--- src/rtl/hlt_defines.svh ---
`ifndef HLT_DEFINES_SVH
`define HLT_DEFINES_SVH
// register indices, byte address is four times the index
`define HLT_IDX_LIMIT_CTRL 12'h28f
`define HLT_IDX_MAIN_CTRL 12'h290
`define HLT_IDX_PERIOD 12'h291
`define HLT_IDX_PULSE 12'h292
`define HLT_IDX_COUNT 12'h293
`define HLT_ADDR_W 14
`define HLT_LIMIT_CTRL_RST 8'h00
`define HLT_MAIN_CTRL_RST 8'h00
`define HLT_PERIOD_RST 8'hff
`define HLT_PULSE_RST 8'h00
`define HLT_COUNT_RST 8'h00
// limit control fields
`define HLT_F_PRESCALER_SYNC_ENABLE 7
`define HLT_F_INPUT_CLOCK_POLARITY 6
`define HLT_F_ENABLE_SYNC_SELECT 5
`define HLT_F_MODE_HI 4
`define HLT_MODE_LVL_LOW 5'h0e
`define HLT_MODE_LVL_HIGH 5'h0f
// main control fields
`define HLT_F_ON 0
`define HLT_F_PWM_EN 1
`define HLT_F_PRE_HI 4
`define HLT_F_PRE_LO 2
`define HLT_F_CLK_SYS 7
`define HLT_ON_SYNC_DEPTH 2
`endif

--- src/rtl/hlt_pkg.sv ---
package hlt_pkg;
  typedef enum logic [0:0] {
    HLT_ST_IDLE = 1'b0,
    HLT_ST_RUN = 1'b1
  } hlt_state_type;
endpackage

--- src/rtl/hlt_timer.sv ---
// What this block does
// - level mode holds count clear, edge starts
// - mode 01110 low reset, 01111 high
// - period match clears count; in level mode it clears enable too
// - restart needs enable then fresh edge
// - pulse output goes active on start edge
// - pulse output drops at pulse compare match
// - period match never starts new pulse
// - bit 7 synchronises prescaler output
// - sync bit gives valid reads, sleep halt
// - bit 6 selects input clock edge
// - bit 5 synchronises enable to input clock
// - synced enable acts after two steps: input clock edges, plus synced ticks when bit 7 is set
// - five-bit mode field in low bits
// - other modes run on enable, hold count
// - system-clocked sleep freezes counter and pulse
//
// The APB slave port was decided locally.
`include "hlt_defines.svh"
module hlt_timer (
  input wire logic clk,
  input wire logic rst_b,
  input wire logic psel,
  input wire logic penable,
  input wire logic pwrite,
  input wire logic [`HLT_ADDR_W-1:0] paddr,
  input wire logic [31:0] pwdata,
  output logic [31:0] prdata,
  output logic pready,
  output logic pslverr,
  input wire logic tmr_clk_in,
  input wire logic ext_reset_in,
  input wire logic sleep_in,
  output logic pulse_out,
  output logic [7:0] count_out
);
  logic [7:0] limit_ctrl_ff, nxt_limit_ctrl;
  logic [7:0] main_ctrl_ff, nxt_main_ctrl;
  logic [7:0] period_ff, nxt_period;
  logic [7:0] pulse_cmp_ff, nxt_pulse_cmp;
  logic [7:0] count_ff, nxt_count;
  logic [6:0] pre_cnt_ff, nxt_pre_cnt;
  logic tclk_ff, nxt_tclk;
  logic tick_sync_ff, nxt_tick_sync;
  logic [`HLT_ON_SYNC_DEPTH-1:0] on_sync_ff, nxt_on_sync;
  logic ext_ff, nxt_ext;
  logic pulse_ff, nxt_pulse;
  hlt_pkg::hlt_state_type state_ff, nxt_state;
  logic [11:0] idx;
  logic acc, wr, hit_limit, hit_main, hit_period, hit_pulse, hit_count;
  logic mapped, raw_edge, pre_tick, tick, halted, run_on;
  logic lvl_mode, reset_lvl, at_reset, start_edge, period_hit;
  logic [6:0] pre_top;
  logic [4:0] mode;

  assign idx = paddr[`HLT_ADDR_W-1:2];
  assign acc = psel & penable;
  assign wr = acc & pwrite;
  assign hit_limit = idx == `HLT_IDX_LIMIT_CTRL;
  assign hit_main = idx == `HLT_IDX_MAIN_CTRL;
  assign hit_period = idx == `HLT_IDX_PERIOD;
  assign hit_pulse = idx == `HLT_IDX_PULSE;
  assign hit_count = idx == `HLT_IDX_COUNT;
  assign mapped = hit_limit | hit_main | hit_period | hit_pulse | hit_count;
  // zero wait states keeps software timing simple
  assign pready = acc;
  assign pslverr = acc & ~mapped;

  always_comb begin
    prdata = 32'h0000_0000;
    if (acc & ~pwrite) begin
      // valid reads
      // count reads come straight from the flop, never mid-update
      case (1'b1)
        hit_limit: prdata[7:0] = limit_ctrl_ff;
        hit_main: prdata[7:0] = main_ctrl_ff;
        hit_period: prdata[7:0] = period_ff;
        hit_pulse: prdata[7:0] = pulse_cmp_ff;
        hit_count: prdata[7:0] = count_ff;
        default: prdata = 32'h0000_0000;
      endcase
    end
  end

  assign mode = limit_ctrl_ff[`HLT_F_MODE_HI:0];
  assign lvl_mode = (mode == `HLT_MODE_LVL_LOW) |
                    (mode == `HLT_MODE_LVL_HIGH);
  assign reset_lvl = mode[0];
  assign at_reset = lvl_mode & (ext_reset_in == reset_lvl);

  // sleep freeze
  // an external asynchronous clock would keep counting in sleep unless bit 7 is set
  assign halted = sleep_in & (limit_ctrl_ff[`HLT_F_PRESCALER_SYNC_ENABLE] |
                              main_ctrl_ff[`HLT_F_CLK_SYS]);

  assign raw_edge = main_ctrl_ff[`HLT_F_CLK_SYS] ? 1'b1 :
                    (limit_ctrl_ff[`HLT_F_INPUT_CLOCK_POLARITY] ? (tclk_ff & ~tmr_clk_in) :
                                                  (~tclk_ff & tmr_clk_in));
  assign pre_top = 7'((8'h01 << main_ctrl_ff[`HLT_F_PRE_HI:`HLT_F_PRE_LO])
                      - 8'h01);
  assign pre_tick = raw_edge & (pre_cnt_ff == pre_top) & ~halted;
  // prescaler sync
  // synced path costs one cycle of latency but aligns to clk
  assign tick = limit_ctrl_ff[`HLT_F_PRESCALER_SYNC_ENABLE] ? (tick_sync_ff & ~halted) :
                                              pre_tick;

  assign run_on = limit_ctrl_ff[`HLT_F_ENABLE_SYNC_SELECT] ?
                  (on_sync_ff[`HLT_ON_SYNC_DEPTH-1] &
                   main_ctrl_ff[`HLT_F_ON]) :
                  main_ctrl_ff[`HLT_F_ON];

  assign start_edge = lvl_mode & (ext_ff == reset_lvl) &
                      (ext_reset_in != reset_lvl) & run_on & ~halted;
  assign period_hit = tick & (state_ff == hlt_pkg::HLT_ST_RUN) &
                      (count_ff == period_ff);

  always_comb begin
    nxt_tclk = tmr_clk_in;
    nxt_ext = halted ? ext_ff : ext_reset_in;
    nxt_tick_sync = pre_tick;
    nxt_pre_cnt = pre_cnt_ff;
    if (raw_edge & ~halted) begin
      nxt_pre_cnt = (pre_cnt_ff == pre_top) ? 7'h00 : pre_cnt_ff + 7'h01;
    end
    nxt_on_sync = on_sync_ff;
    if (~main_ctrl_ff[`HLT_F_ON]) begin
      nxt_on_sync = '0;
    end else if (tick | raw_edge & ~halted) begin
      nxt_on_sync = {on_sync_ff[`HLT_ON_SYNC_DEPTH-2:0], 1'b1};
    end
  end

  always_comb begin
    nxt_limit_ctrl = limit_ctrl_ff;
    nxt_main_ctrl = main_ctrl_ff;
    nxt_period = period_ff;
    nxt_pulse_cmp = pulse_cmp_ff;
    nxt_count = count_ff;
    nxt_state = state_ff;
    nxt_pulse = pulse_ff;
    if (lvl_mode) begin
      if (at_reset & ~halted) begin
        // hold clear
        // held clear with the enable off too, so a start is from zero
        nxt_count = 8'h00;
        nxt_state = hlt_pkg::HLT_ST_IDLE;
      end else if (~run_on) begin
        nxt_state = hlt_pkg::HLT_ST_IDLE;
      end else if (start_edge) begin
        nxt_state = hlt_pkg::HLT_ST_RUN;
        if (main_ctrl_ff[`HLT_F_PWM_EN]) begin
          nxt_pulse = 1'b1;
        end
      end else if (period_hit) begin
        nxt_count = 8'h00;
        nxt_main_ctrl[`HLT_F_ON] = 1'b0;
        nxt_state = hlt_pkg::HLT_ST_IDLE;
        nxt_pulse = 1'b0;
      end else if (tick & (state_ff == hlt_pkg::HLT_ST_RUN)) begin
        nxt_count = count_ff + 8'h01;
      end
    end else begin
      nxt_state = run_on ? hlt_pkg::HLT_ST_RUN : hlt_pkg::HLT_ST_IDLE;
      if (run_on & tick) begin
        nxt_count = (count_ff == period_ff) ? 8'h00 : count_ff + 8'h01;
      end
    end
    if (tick & pulse_ff & (count_ff == pulse_cmp_ff)) begin
      nxt_pulse = 1'b0;
    end
    if (~main_ctrl_ff[`HLT_F_PWM_EN]) begin
      nxt_pulse = 1'b0;
    end
    // software write lands last, so a set of the enable survives a match
    if (wr) begin
      case (1'b1)
        hit_limit: nxt_limit_ctrl = pwdata[7:0];
        hit_main: nxt_main_ctrl = pwdata[7:0];
        hit_period: nxt_period = pwdata[7:0];
        hit_pulse: nxt_pulse_cmp = pwdata[7:0];
        hit_count: nxt_count = pwdata[7:0];
        default: nxt_period = period_ff;
      endcase
    end
  end

  always_ff @(posedge clk or negedge rst_b) begin
    if (!rst_b) begin
      limit_ctrl_ff <= `HLT_LIMIT_CTRL_RST;
      main_ctrl_ff <= `HLT_MAIN_CTRL_RST;
      period_ff <= `HLT_PERIOD_RST;
      pulse_cmp_ff <= `HLT_PULSE_RST;
      count_ff <= `HLT_COUNT_RST;
      state_ff <= hlt_pkg::HLT_ST_IDLE;
      pulse_ff <= 1'b0;
      pre_cnt_ff <= 7'h00;
      tclk_ff <= 1'b0;
      tick_sync_ff <= 1'b0;
      on_sync_ff <= '0;
      ext_ff <= 1'b0;
    end else begin
      limit_ctrl_ff <= nxt_limit_ctrl;
      main_ctrl_ff <= nxt_main_ctrl;
      period_ff <= nxt_period;
      pulse_cmp_ff <= nxt_pulse_cmp;
      count_ff <= nxt_count;
      state_ff <= nxt_state;
      pulse_ff <= nxt_pulse;
      pre_cnt_ff <= nxt_pre_cnt;
      tclk_ff <= nxt_tclk;
      tick_sync_ff <= nxt_tick_sync;
      on_sync_ff <= nxt_on_sync;
      ext_ff <= nxt_ext;
    end
  end

  assign pulse_out = pulse_ff;
  assign count_out = count_ff;

  property p_hold_clear;
    @(posedge clk) disable iff (!rst_b)
      (at_reset & ~halted & ~(wr & hit_count)) |=> (count_ff == 8'h00);
  endproperty
  a_hold_clear: assert property (p_hold_clear)
    else $error("count not held clear at reset level");

  property p_low_level;
    @(posedge clk) disable iff (!rst_b)
      (mode == `HLT_MODE_LVL_LOW) |-> (at_reset == ~ext_reset_in);
  endproperty
  a_low_level: assert property (p_low_level)
    else $error("low reset level not decoded");

  property p_match_clear;
    @(posedge clk) disable iff (!rst_b)
      (lvl_mode & period_hit & run_on & ~at_reset & ~start_edge & ~wr)
      |=> (count_ff == 8'h00) && !main_ctrl_ff[`HLT_F_ON];
  endproperty
  a_match_clear: assert property (p_match_clear)
    else $error("period match did not clear count and enable");

  property p_no_restart;
    @(posedge clk) disable iff (!rst_b)
      (lvl_mode & state_ff == hlt_pkg::HLT_ST_IDLE & ~start_edge)
      |=> (state_ff == hlt_pkg::HLT_ST_IDLE);
  endproperty
  a_no_restart: assert property (p_no_restart)
    else $error("timer ran without a fresh edge");

  property p_pulse_start;
    @(posedge clk) disable iff (!rst_b)
      (start_edge & ~at_reset & main_ctrl_ff[`HLT_F_PWM_EN] &
       ~(tick & count_ff == pulse_cmp_ff)) |=> pulse_out;
  endproperty
  a_pulse_start: assert property (p_pulse_start)
    else $error("pulse not raised on start edge");

  property p_pulse_end;
    @(posedge clk) disable iff (!rst_b)
      (tick & pulse_ff & count_ff == pulse_cmp_ff) |=> !pulse_out;
  endproperty
  a_pulse_end: assert property (p_pulse_end)
    else $error("pulse not dropped at compare match");

  property p_match_no_pulse;
    @(posedge clk) disable iff (!rst_b)
      (lvl_mode & period_hit & ~pulse_ff) |=> !pulse_out;
  endproperty
  a_match_no_pulse: assert property (p_match_no_pulse)
    else $error("pulse started at period match");

  property p_sleep_freeze;
    @(posedge clk) disable iff (!rst_b)
      (halted & ~wr) |=> $stable(count_ff) && $stable(pulse_out);
  endproperty
  a_sleep_freeze: assert property (p_sleep_freeze)
    else $error("count or pulse moved during sleep");

  property p_enable_sync_select_delay;
    @(posedge clk) disable iff (!rst_b)
      (limit_ctrl_ff[`HLT_F_ENABLE_SYNC_SELECT] & $rose(main_ctrl_ff[`HLT_F_ON]))
      |-> !run_on;
  endproperty
  a_enable_sync_select_delay: assert property (p_enable_sync_select_delay)
    else $error("synced enable acted at once");

  property p_count_step;
    @(posedge clk) disable iff (!rst_b)
      (~lvl_mode & run_on & tick & ~wr & (count_ff != period_ff))
      |=> count_ff == $past(count_ff) + 8'h01;
  endproperty
  a_count_step: assert property (p_count_step)
    else $error("count did not step on a tick");

  property p_off_hold;
    @(posedge clk) disable iff (!rst_b)
      (~lvl_mode & ~main_ctrl_ff[`HLT_F_ON] & ~wr) |=> $stable(count_ff);
  endproperty
  a_off_hold: assert property (p_off_hold)
    else $error("count moved while the timer was off");
endmodule // hlt_timer

--- config.mk ---
export PLATFORM = sky130hd
export DESIGN_NAME = hlt_timer
export DESIGN_NICKNAME = d
export VERILOG_FILES = /design/src/rtl/hlt_pkg.sv /design/src/rtl/hlt_timer.sv
export VERILOG_INCLUDE_DIRS = /design/src /design/src/rtl
export SDC_FILE = /design/constraint.sdc
export NUM_CORES = 1
export LEC_CHECK = 0
export ABC_AREA = 1
export ABC_CLOCK_PERIOD_IN_PS = 3500
export BUFFER_PORTS_ARGS = -buffer_cell sky130_fd_sc_hd__buf_2
export CORE_ASPECT_RATIO = 1.1
export CORE_UTILIZATION = 60
export CTS_BUF_LIST = sky130_fd_sc_hd__clkbuf_8
export DETAILED_ROUTE_END_ITERATION = 7
export PLACE_DENSITY = 0.93
export SETUP_SLACK_MARGIN = 0.3
export SYNTH_ARGS = -nofsm -noshare
export SYNTH_HDL_FRONTEND = slang
export SYNTH_SLANG_ARGS = --single-unit
export TNS_END_PERCENT = 5
--- constraint.sdc ---
create_clock -name clk -period 3.5 [get_ports clk]
set_input_delay 0 -clock clk [delete_from_list [all_inputs] [get_ports clk]]
set_output_delay 0 -clock clk [all_outputs]
set_load 0.05 [all_outputs]
==> impl_results.md, run 1 <==
- Number of buffers on the longest clock path: 2
- Setup TNS: 0 ns
- Static leakage: 2.07 nW
- Highest attainable clock frequency: 450 MHz
- Gr usage total: 35.1%
- Initial DRC count: 444
- Routed Antenna Nets: 0
- DR pass1 iterations: 6
- Slew @ Worst Pin: 0.706 ns
- Min-Delay Startpoint: sleep_in
- Fraction of synthesized cell area in xor and xnor cells: 2.50%
- Core box area: 6190 µm²
- Data required time at the worst endpoint: 3.71 ns
- Final Total Pwr: 1.37 mW
- Final min period: 2.22 ns
- Reg-to-reg critical path startpoint: main_ctrl_ff[4]
- Vias in the first global route: 3,821
- First-pass GRT wire length: 18,300 µm
- Cells taking the most area after synthesis: sky130_fd_sc_hd__dfrtp_1, sky130_fd_sc_hd__nand2_1, sky130_fd_sc_hd__nor2_1
- Antenna fix cells: 0
- FF+latch count, synth: 54
- Register-to-register path setup slack: 1.28 ns
- Share of synthesized cell area in and, or, nand and nor gates: 35.6%
- Average footprint of a synthesized cell: 7.11 µm²
- Number of remaining DRC errors: 0
- Final hold violations: 0
- Count of synthesis-stage warnings from yosys: 0
- Initial core utilization: 62.1%
- Average via count per standard cell: 5.86
- Clock Pin Slew Worst Setup and Hold Paths: 0.10 ns
- Commonest non-fill, non-tap cell in the layout: sky130_fd_sc_hd__nand2_1
- Clock tree from TritonCTS: yes
- Total power divided by cell area: 322 nW/µm²
- Commonest non-fill, non-tap cells in the layout: sky130_fd_sc_hd__nand2_1, sky130_fd_sc_hd__nor2_1, sky130_fd_sc_hd__inv_1, sky130_fd_sc_hd__dfrtp_1, sky130_fd_sc_hd__buf_2
- Number of unique standard cell types used by synthesis: 44
- Row cnt: 30
- Chip Width: 78.4 µm
- Async set or reset register ratio after synthesis: 100%
- Number of fill cells in the layout: 543
- Buffers inserted by post-CTS timing repair: 0
- Cell count after synthesis: 541
- Post-synthesis sequential area ratio: 35.4%
- PortBufs: 46
- Antenna violations before repair: 0
- Remaining Overflow, GRT: 0
- Synth Area in Compound Gates: 12.4%
- Global placement routability congestion: 0.941
- Netlist Area Pre-Place: 3850 µm²
- Ports: 97
- Clock H-tree levels: 2
- Net count of the finished layout: 652
- Portion of synthesized cell area occupied by the leading cell type: 29.9%
- Category of the worst setup path launch point: flop
- Final wirelength: 11,000 µm
- Main combinational cell family by area after synthesis: simple AND/OR/NAND/NOR gates
- Top fanout value on the critical path: 13
- Predominant post-synthesis flop cell: sky130_fd_sc_hd__dfrtp_1
- Part of the cycle the worst path needs: 63.4%
- Worst Path Class, Setup: reg2reg
- Kind of path behind the tightest hold check: in2reg
- Final Max Tran Viols: 0
- Total of max-cap violations: 0
- Worst-skew pair later-pin latency: 0.32 ns
- Critical path arrival: 2.43 ns
- Die Height: 86.0 µm
- Estimated wirelength of the detail-placed design: 7920 µm
- Worst Setup SP: main_ctrl_ff[4]
- FF/Latch Area: 1360 µm²
- Critical Path Sink Type: flop
- Run status: complete, no violations
- Area growth, synth to finish: 10.1%
- Share of post-route cells with drive strength above 1: 15.9%
- Pin count of the biggest net entering global routing: 55
- Footprint of the multi-input gates: 2070 µm²
- Adder-Cell Fraction of Synth Area: 0.650%
- Number of vias in the routed layout: 3,967
- Mux cell area share after synthesis: 0.293%
- TritonCTS buffer count: 5
- Routed WL per cell: 16.2 µm
- Die Area: 6740 µm²
- Post-Route Skew: 0.00491 ns
- Total number of clock tree sinks: 54
- Relative slew slack: 52.9%
- Setup Viol. Count Final: 0
- Root Buffer: sky130_fd_sc_hd__clkbuf_8
- Worst-case vdd ir drop: 0.240 mV
- Post-synth EDFFs: 0
- Leading area contributor after synthesis: sky130_fd_sc_hd__dfrtp_1
- RSZ-0062 raised after global routing: no
## worst max-delay path, stage by stage, from the launching register on
cell and delay (ns):
sky130_fd_sc_hd__dfrtp_1 0.61, sky130_fd_sc_hd__inv_2 0.14, sky130_fd_sc_hd__o21ai_2 0.17, sky130_fd_sc_hd__nand2_2 0.08, sky130_fd_sc_hd__nor2_4 0.16, sky130_fd_sc_hd__nand4_1 0.12
sky130_fd_sc_hd__nand2_1 0.38, sky130_fd_sc_hd__nand4_1 0.16, sky130_fd_sc_hd__nand2_1 0.10, sky130_fd_sc_hd__nor2_1 0.04, sky130_fd_sc_hd__nor2_1 0.08, sky130_fd_sc_hd__nor2_1 0.06
## layout make-up
cell class | instances | share of cell area (%)
clock inverters | 2 | 0.413
repair buffers | 58 | 8.21
inverters | 69 | 6.11
clock buffers | 6 | 1.95
well taps | 80 | 2.36
multi-input cells | 408 | 48.8
flip-flops and latches | 54 | 32.1
## synthesized netlist by cell type, types with 2 or more instances
master                     instances
sky130_fd_sc_hd__nand2_1         121
sky130_fd_sc_hd__nor2_1           76
sky130_fd_sc_hd__inv_1            62
sky130_fd_sc_hd__dfrtp_1          46
sky130_fd_sc_hd__nand3_1          38
sky130_fd_sc_hd__buf_4            28
sky130_fd_sc_hd__o21ai_0          27
sky130_fd_sc_hd__nand4_1          21
sky130_fd_sc_hd__o21ai_1          19
sky130_fd_sc_hd__a21oi_1           9
sky130_fd_sc_hd__dfstp_2           8
sky130_fd_sc_hd__xnor2_1           8
sky130_fd_sc_hd__o221ai_1          7
sky130_fd_sc_hd__inv_2             6
sky130_fd_sc_hd__nor3_1            6
sky130_fd_sc_hd__nor2_4            5
sky130_fd_sc_hd__o22ai_1           5
sky130_fd_sc_hd__a211oi_1          4
sky130_fd_sc_hd__nand2_2           4
sky130_fd_sc_hd__clkbuf_1          3
sky130_fd_sc_hd__nand3_2           3
sky130_fd_sc_hd__nor2_2            3
sky130_fd_sc_hd__nor4_1            3
sky130_fd_sc_hd__o211ai_1          3
sky130_fd_sc_hd__xor2_1            3
sky130_fd_sc_hd__buf_6             2
sky130_fd_sc_hd__ha_1              2
sky130_fd_sc_hd__nand3_4           2
sky130_fd_sc_hd__o21ai_2           2
## final timing paths
path | endpoint | cells after the start
setup / recovery | count_out[2] | 11
hold / removal | ext_ff | 3
setup reg to reg | count_out[2] | 11
hold reg to reg | main_ctrl_ff[6] | 2
max in group asynchronous | state_ff | 3
min in group asynchronous | pre_cnt_ff[3] | 3
## per-stage QoR
step	worst slack [ns]	std cells	hold WS (ns)	instance area, µm²	util (%)
CTS	1.32	677	0.104	4240	68.4
global placement	1.46	658	0.143	4030	65.0
finish	1.28	677	0.106	4240	68.4
floorplan	1.55	564	-0.296	3930	-
detailed placement	1.35	658	0.143	4030	65.0
global route	1.08	677	0.117	4240	68.4
## metal layers
layer	part of all wire, %	track usage [%]
met2	49	60.0
met4	3.4	15.0
met3	7.5	6.49
met1	40	43.3
met5	0	0
## where the power goes
group	leakage (nW)	internal [mW]	switching, mW
registers	0.687	0.659	0.0344
clock network	0.0514	0.164	0.227
logic	1.33	0.0818	0.200
total	2.07	0.904	0.462
## cell families (layout without fill, tap and decap cells)
| kind of cell | Yosys count | count (layout) |
|---|---|---|
| buf+inv | 102 | 135 |
| mux | 1 | 1 |
| simple gates | 290 | 290 |
| flops | 54 | 54 |
| compound gates | 80 | 80 |
| other cells | 1 | 24 |
| xor+xnor | 11 | 11 |
| fa+ha+maj | 2 | 2 |
## what timing repair did
action                                 CTS  global route
resized for setup                        0             0
hold buffers                            11             0
endpoints found under the hold margin   61             0
## registers in the layout (all words and copies together), names as in the netlist
signal	cells
limit_ctrl_ff	8
pre_cnt_ff	7
period_ff	8
count_out	8
main_ctrl_ff	8
ext_ff	1
on_sync_ff	2
state_ff	1
tclk_ff	1
pulse_cmp_ff	8
pulse_out	1
tick_sync_ff	1
Note: power is estimated with default switching activity, not from simulation.
==> run 2, diff against run 1 <==
Settings changed: ABC_CLOCK_PERIOD_IN_PS 3500 to 1830, CORE_UTILIZATION 60 to 50, PLACE_DENSITY 0.93 to 0.83.
Clock period 3.5 ns to 1.83 ns, I/O delays scaled along.
==> run 2 against run 1 <==
  * Clock power rose by 89%
  * Combinational power rose by 100%
  * First-iteration DRC count decreased by 2.7%
  * Global-route usage fell by 6.2 points
  * Highest routed layer unchanged
  * Register-to-register slack lost 1.3 ns
  * Maximum frequency rose by 18%
  * Flip-flop and latch count is the same
  * Largest power group unchanged
  * Utilization is 6.1 points lower
  * The run now ends with negative setup slack left
==> impl_results.md, run 2 (synthesized netlist as in run 1, its figures left out) <==
- Run status: finished with violations
- Failing checks: negative setup slack
- Comb power frac: 21.6%
- Vias in the first global route: 3,847
- Buffers inserted by post-CTS timing repair: 0
- Placed Instances: 711
- Final hold violations: 0
- Critical Path Sink Type: flop
- Final Max Tran Viols: 0
- PortBufs: 46
- Slowest stage cell on the critical path: sky130_fd_sc_hd__dfrtp_2
- Row cnt: 33
- Routed WL per cell: 15.3 µm
- Switching part of the total power: 33.8%
- Final Total Pwr: 2.64 mW
- Category of the worst setup path launch point: flop
- Number of remaining DRC errors: 0
- Worst Path Class, Setup: reg2reg
- Setup Viol. Count Final: 9
- Top fanout value on the critical path: 10
- Global placement routability congestion: 0.947
- Area growth, synth to finish: 21.0%
- Static leakage: 2.21 nW
- Final wirelength: 11,100 µm
- Chip Width: 85.6 µm
- Critical path arrival: 2.14 ns
- First-pass GRT wire length: 18,100 µm
- Core box area: 7470 µm²
- Number of vias in the routed layout: 4,054
- Sw power: 891 µW
- Number of buffers on the longest clock path: 2
- Die Height: 94 µm
- Average via count per standard cell: 5.55
- Clock H-tree levels: 2
- Clock tree from TritonCTS: yes
- Placement Cell Area: 4310 µm²
- Portion of total power attributed to sequential cells: 50.4%
- Die Area: 8050 µm²
- Highest attainable clock frequency: 530 MHz
- Initial DRC count: 432
- Maximum cell stage delay along the critical path: 0.50 ns
- Footprint of the multi-input gates: 2160 µm²
- Remaining Overflow, GRT: 0
- Worst-skew pair later-pin latency: 0.32 ns
- FF/Latch Area: 1370 µm²
- Post-Route Skew: 0.00821 ns
- Routed Antenna Nets: 0
- Net count of the finished layout: 680
- Cell area after layout: 4650 µm²
- Antenna violations before repair: 0
- Antenna fix cells: 0
- Estimated wirelength of the detail-placed design: 8200 µm
- Worst-case setup margin in the final layout: -0.0580 ns
- DR pass1 iterations: 6
- Pin count of the biggest net entering global routing: 39
- RSZ-0062 raised after global routing: yes
- Total internal power: 1.75 mW
- Total number of clock tree sinks: 54
- Number of fill cells in the layout: 664
- Ports: 97
- Finished Core Util: 62.3%
- Total of max-cap violations: 0
- Share of post-route cells with drive strength above 1: 25.1%
- Total power divided by cell area: 567 nW/µm²
- Clock Pin Slew Worst Setup and Hold Paths: 0.11 ns
- Kind of path behind the tightest hold check: in2async
- Non-filler cells in the finished layout: 730
- Setup TNS: -0.315 ns
- Part of the cycle the worst path needs: 103%
- Data required time at the worst endpoint: 2.08 ns
- Series of cell instances along the critical path: nor2_4 -> nand2_1 -> nand2_1 -> nand3_2 -> nor2_4 -> nand3_4 -> nand2_8 -> nand4_4 -> nand2_1 -> inv_1 -> nor2_1 -> nor2_1 -> nor2_1
- Final min period: 1.89 ns
- Gr usage total: 28.8%
- TritonCTS buffer count: 5
- Worst-case vdd ir drop: 0.290 mV
- Initial core utilization: 51.5%
- Commonest non-fill, non-tap cells in the layout: sky130_fd_sc_hd__nand2_1, sky130_fd_sc_hd__nor2_1, sky130_fd_sc_hd__inv_1, sky130_fd_sc_hd__buf_2, sky130_fd_sc_hd__dfrtp_1
- Clk pwr share: 28.0%
- Commonest non-fill, non-tap cell in the layout: sky130_fd_sc_hd__nand2_1
- Root Buffer: sky130_fd_sc_hd__clkbuf_8
==> run 2: layout make-up <==
class,instances,area share [%]
Timing Repair Buffer,86,13.5
Sequential cell,54,29.5
Clock inverter,2,0.376
Clock buffer,6,1.77
Tap cell,105,2.82
Multi-Input combinational cell,408,46.3
Inverter,69,5.78
==> run 2: worst paths after layout <==
path                                  from         endpoint  slack, ns  cells after the start
setup / recovery           main_ctrl_ff[4]     count_out[7]      -0.06                     13
hold / removal                       rst_b    pre_cnt_ff[4]       0.15                      2
setup reg to reg           main_ctrl_ff[4]     count_out[7]      -0.06                     13
hold reg to reg            main_ctrl_ff[6]  main_ctrl_ff[6]       0.49                      2
max in group asynchronous            rst_b     period_ff[1]       1.05                      3
min in group clk                  sleep_in           ext_ff       0.18                      4
==> run 2: repair_timing <==
item	in CTS	in global routing
pin swaps	6	9
hold buffers	11	0
endpoints found under the setup margin	26	27
resized for setup	27	23
endpoints found under the hold margin	32	0
==> run 2: through the flow <==
stage          hold slack [ns]  worst slack (ns)
2_1_floorplan           -0.296            0.0954
3_3_place_gp           -0.0266           -0.0150
3_5_place_dp           -0.0188            -0.109
4_1_cts                  0.152           -0.0652
5_1_grt                  0.178            -0.223
6_report                 0.153           -0.0580
==> run 2: worst max-delay path: cells and delay by family, from the launching register on <==
kind / cells / cell delay, ns
DFF: 1 / 0.50
and+or+nand+nor: 12 / 1.28
buffers and inverters: 1 / 0.04
==> run 2: power groups by stage <==
stage / registers [mW] / logic (mW) / clock network, mW
global placement: 1.35 / 0.504 / 0
finish: 1.33 / 0.570 / 0.737
CTS: 1.33 / 0.554 / 0.749
global route: 1.34 / 0.636 / 0.793
detailed placement: 1.35 / 0.520 / 0
floorplan: 1.33 / 0.427 / 0
==> run 2: metal layers <==
layer | GRT usage [%] | vias to the layer above | share of wire (%)
met5 | 0 | - | 0
met4 | 11.9 | 0 | 3.8
met3 | 3.08 | 43 | 6.6
met2 | 50.9 | 210 | 49
met1 | 35.8 | 1909 | 40
li1 | - | 1892 | -
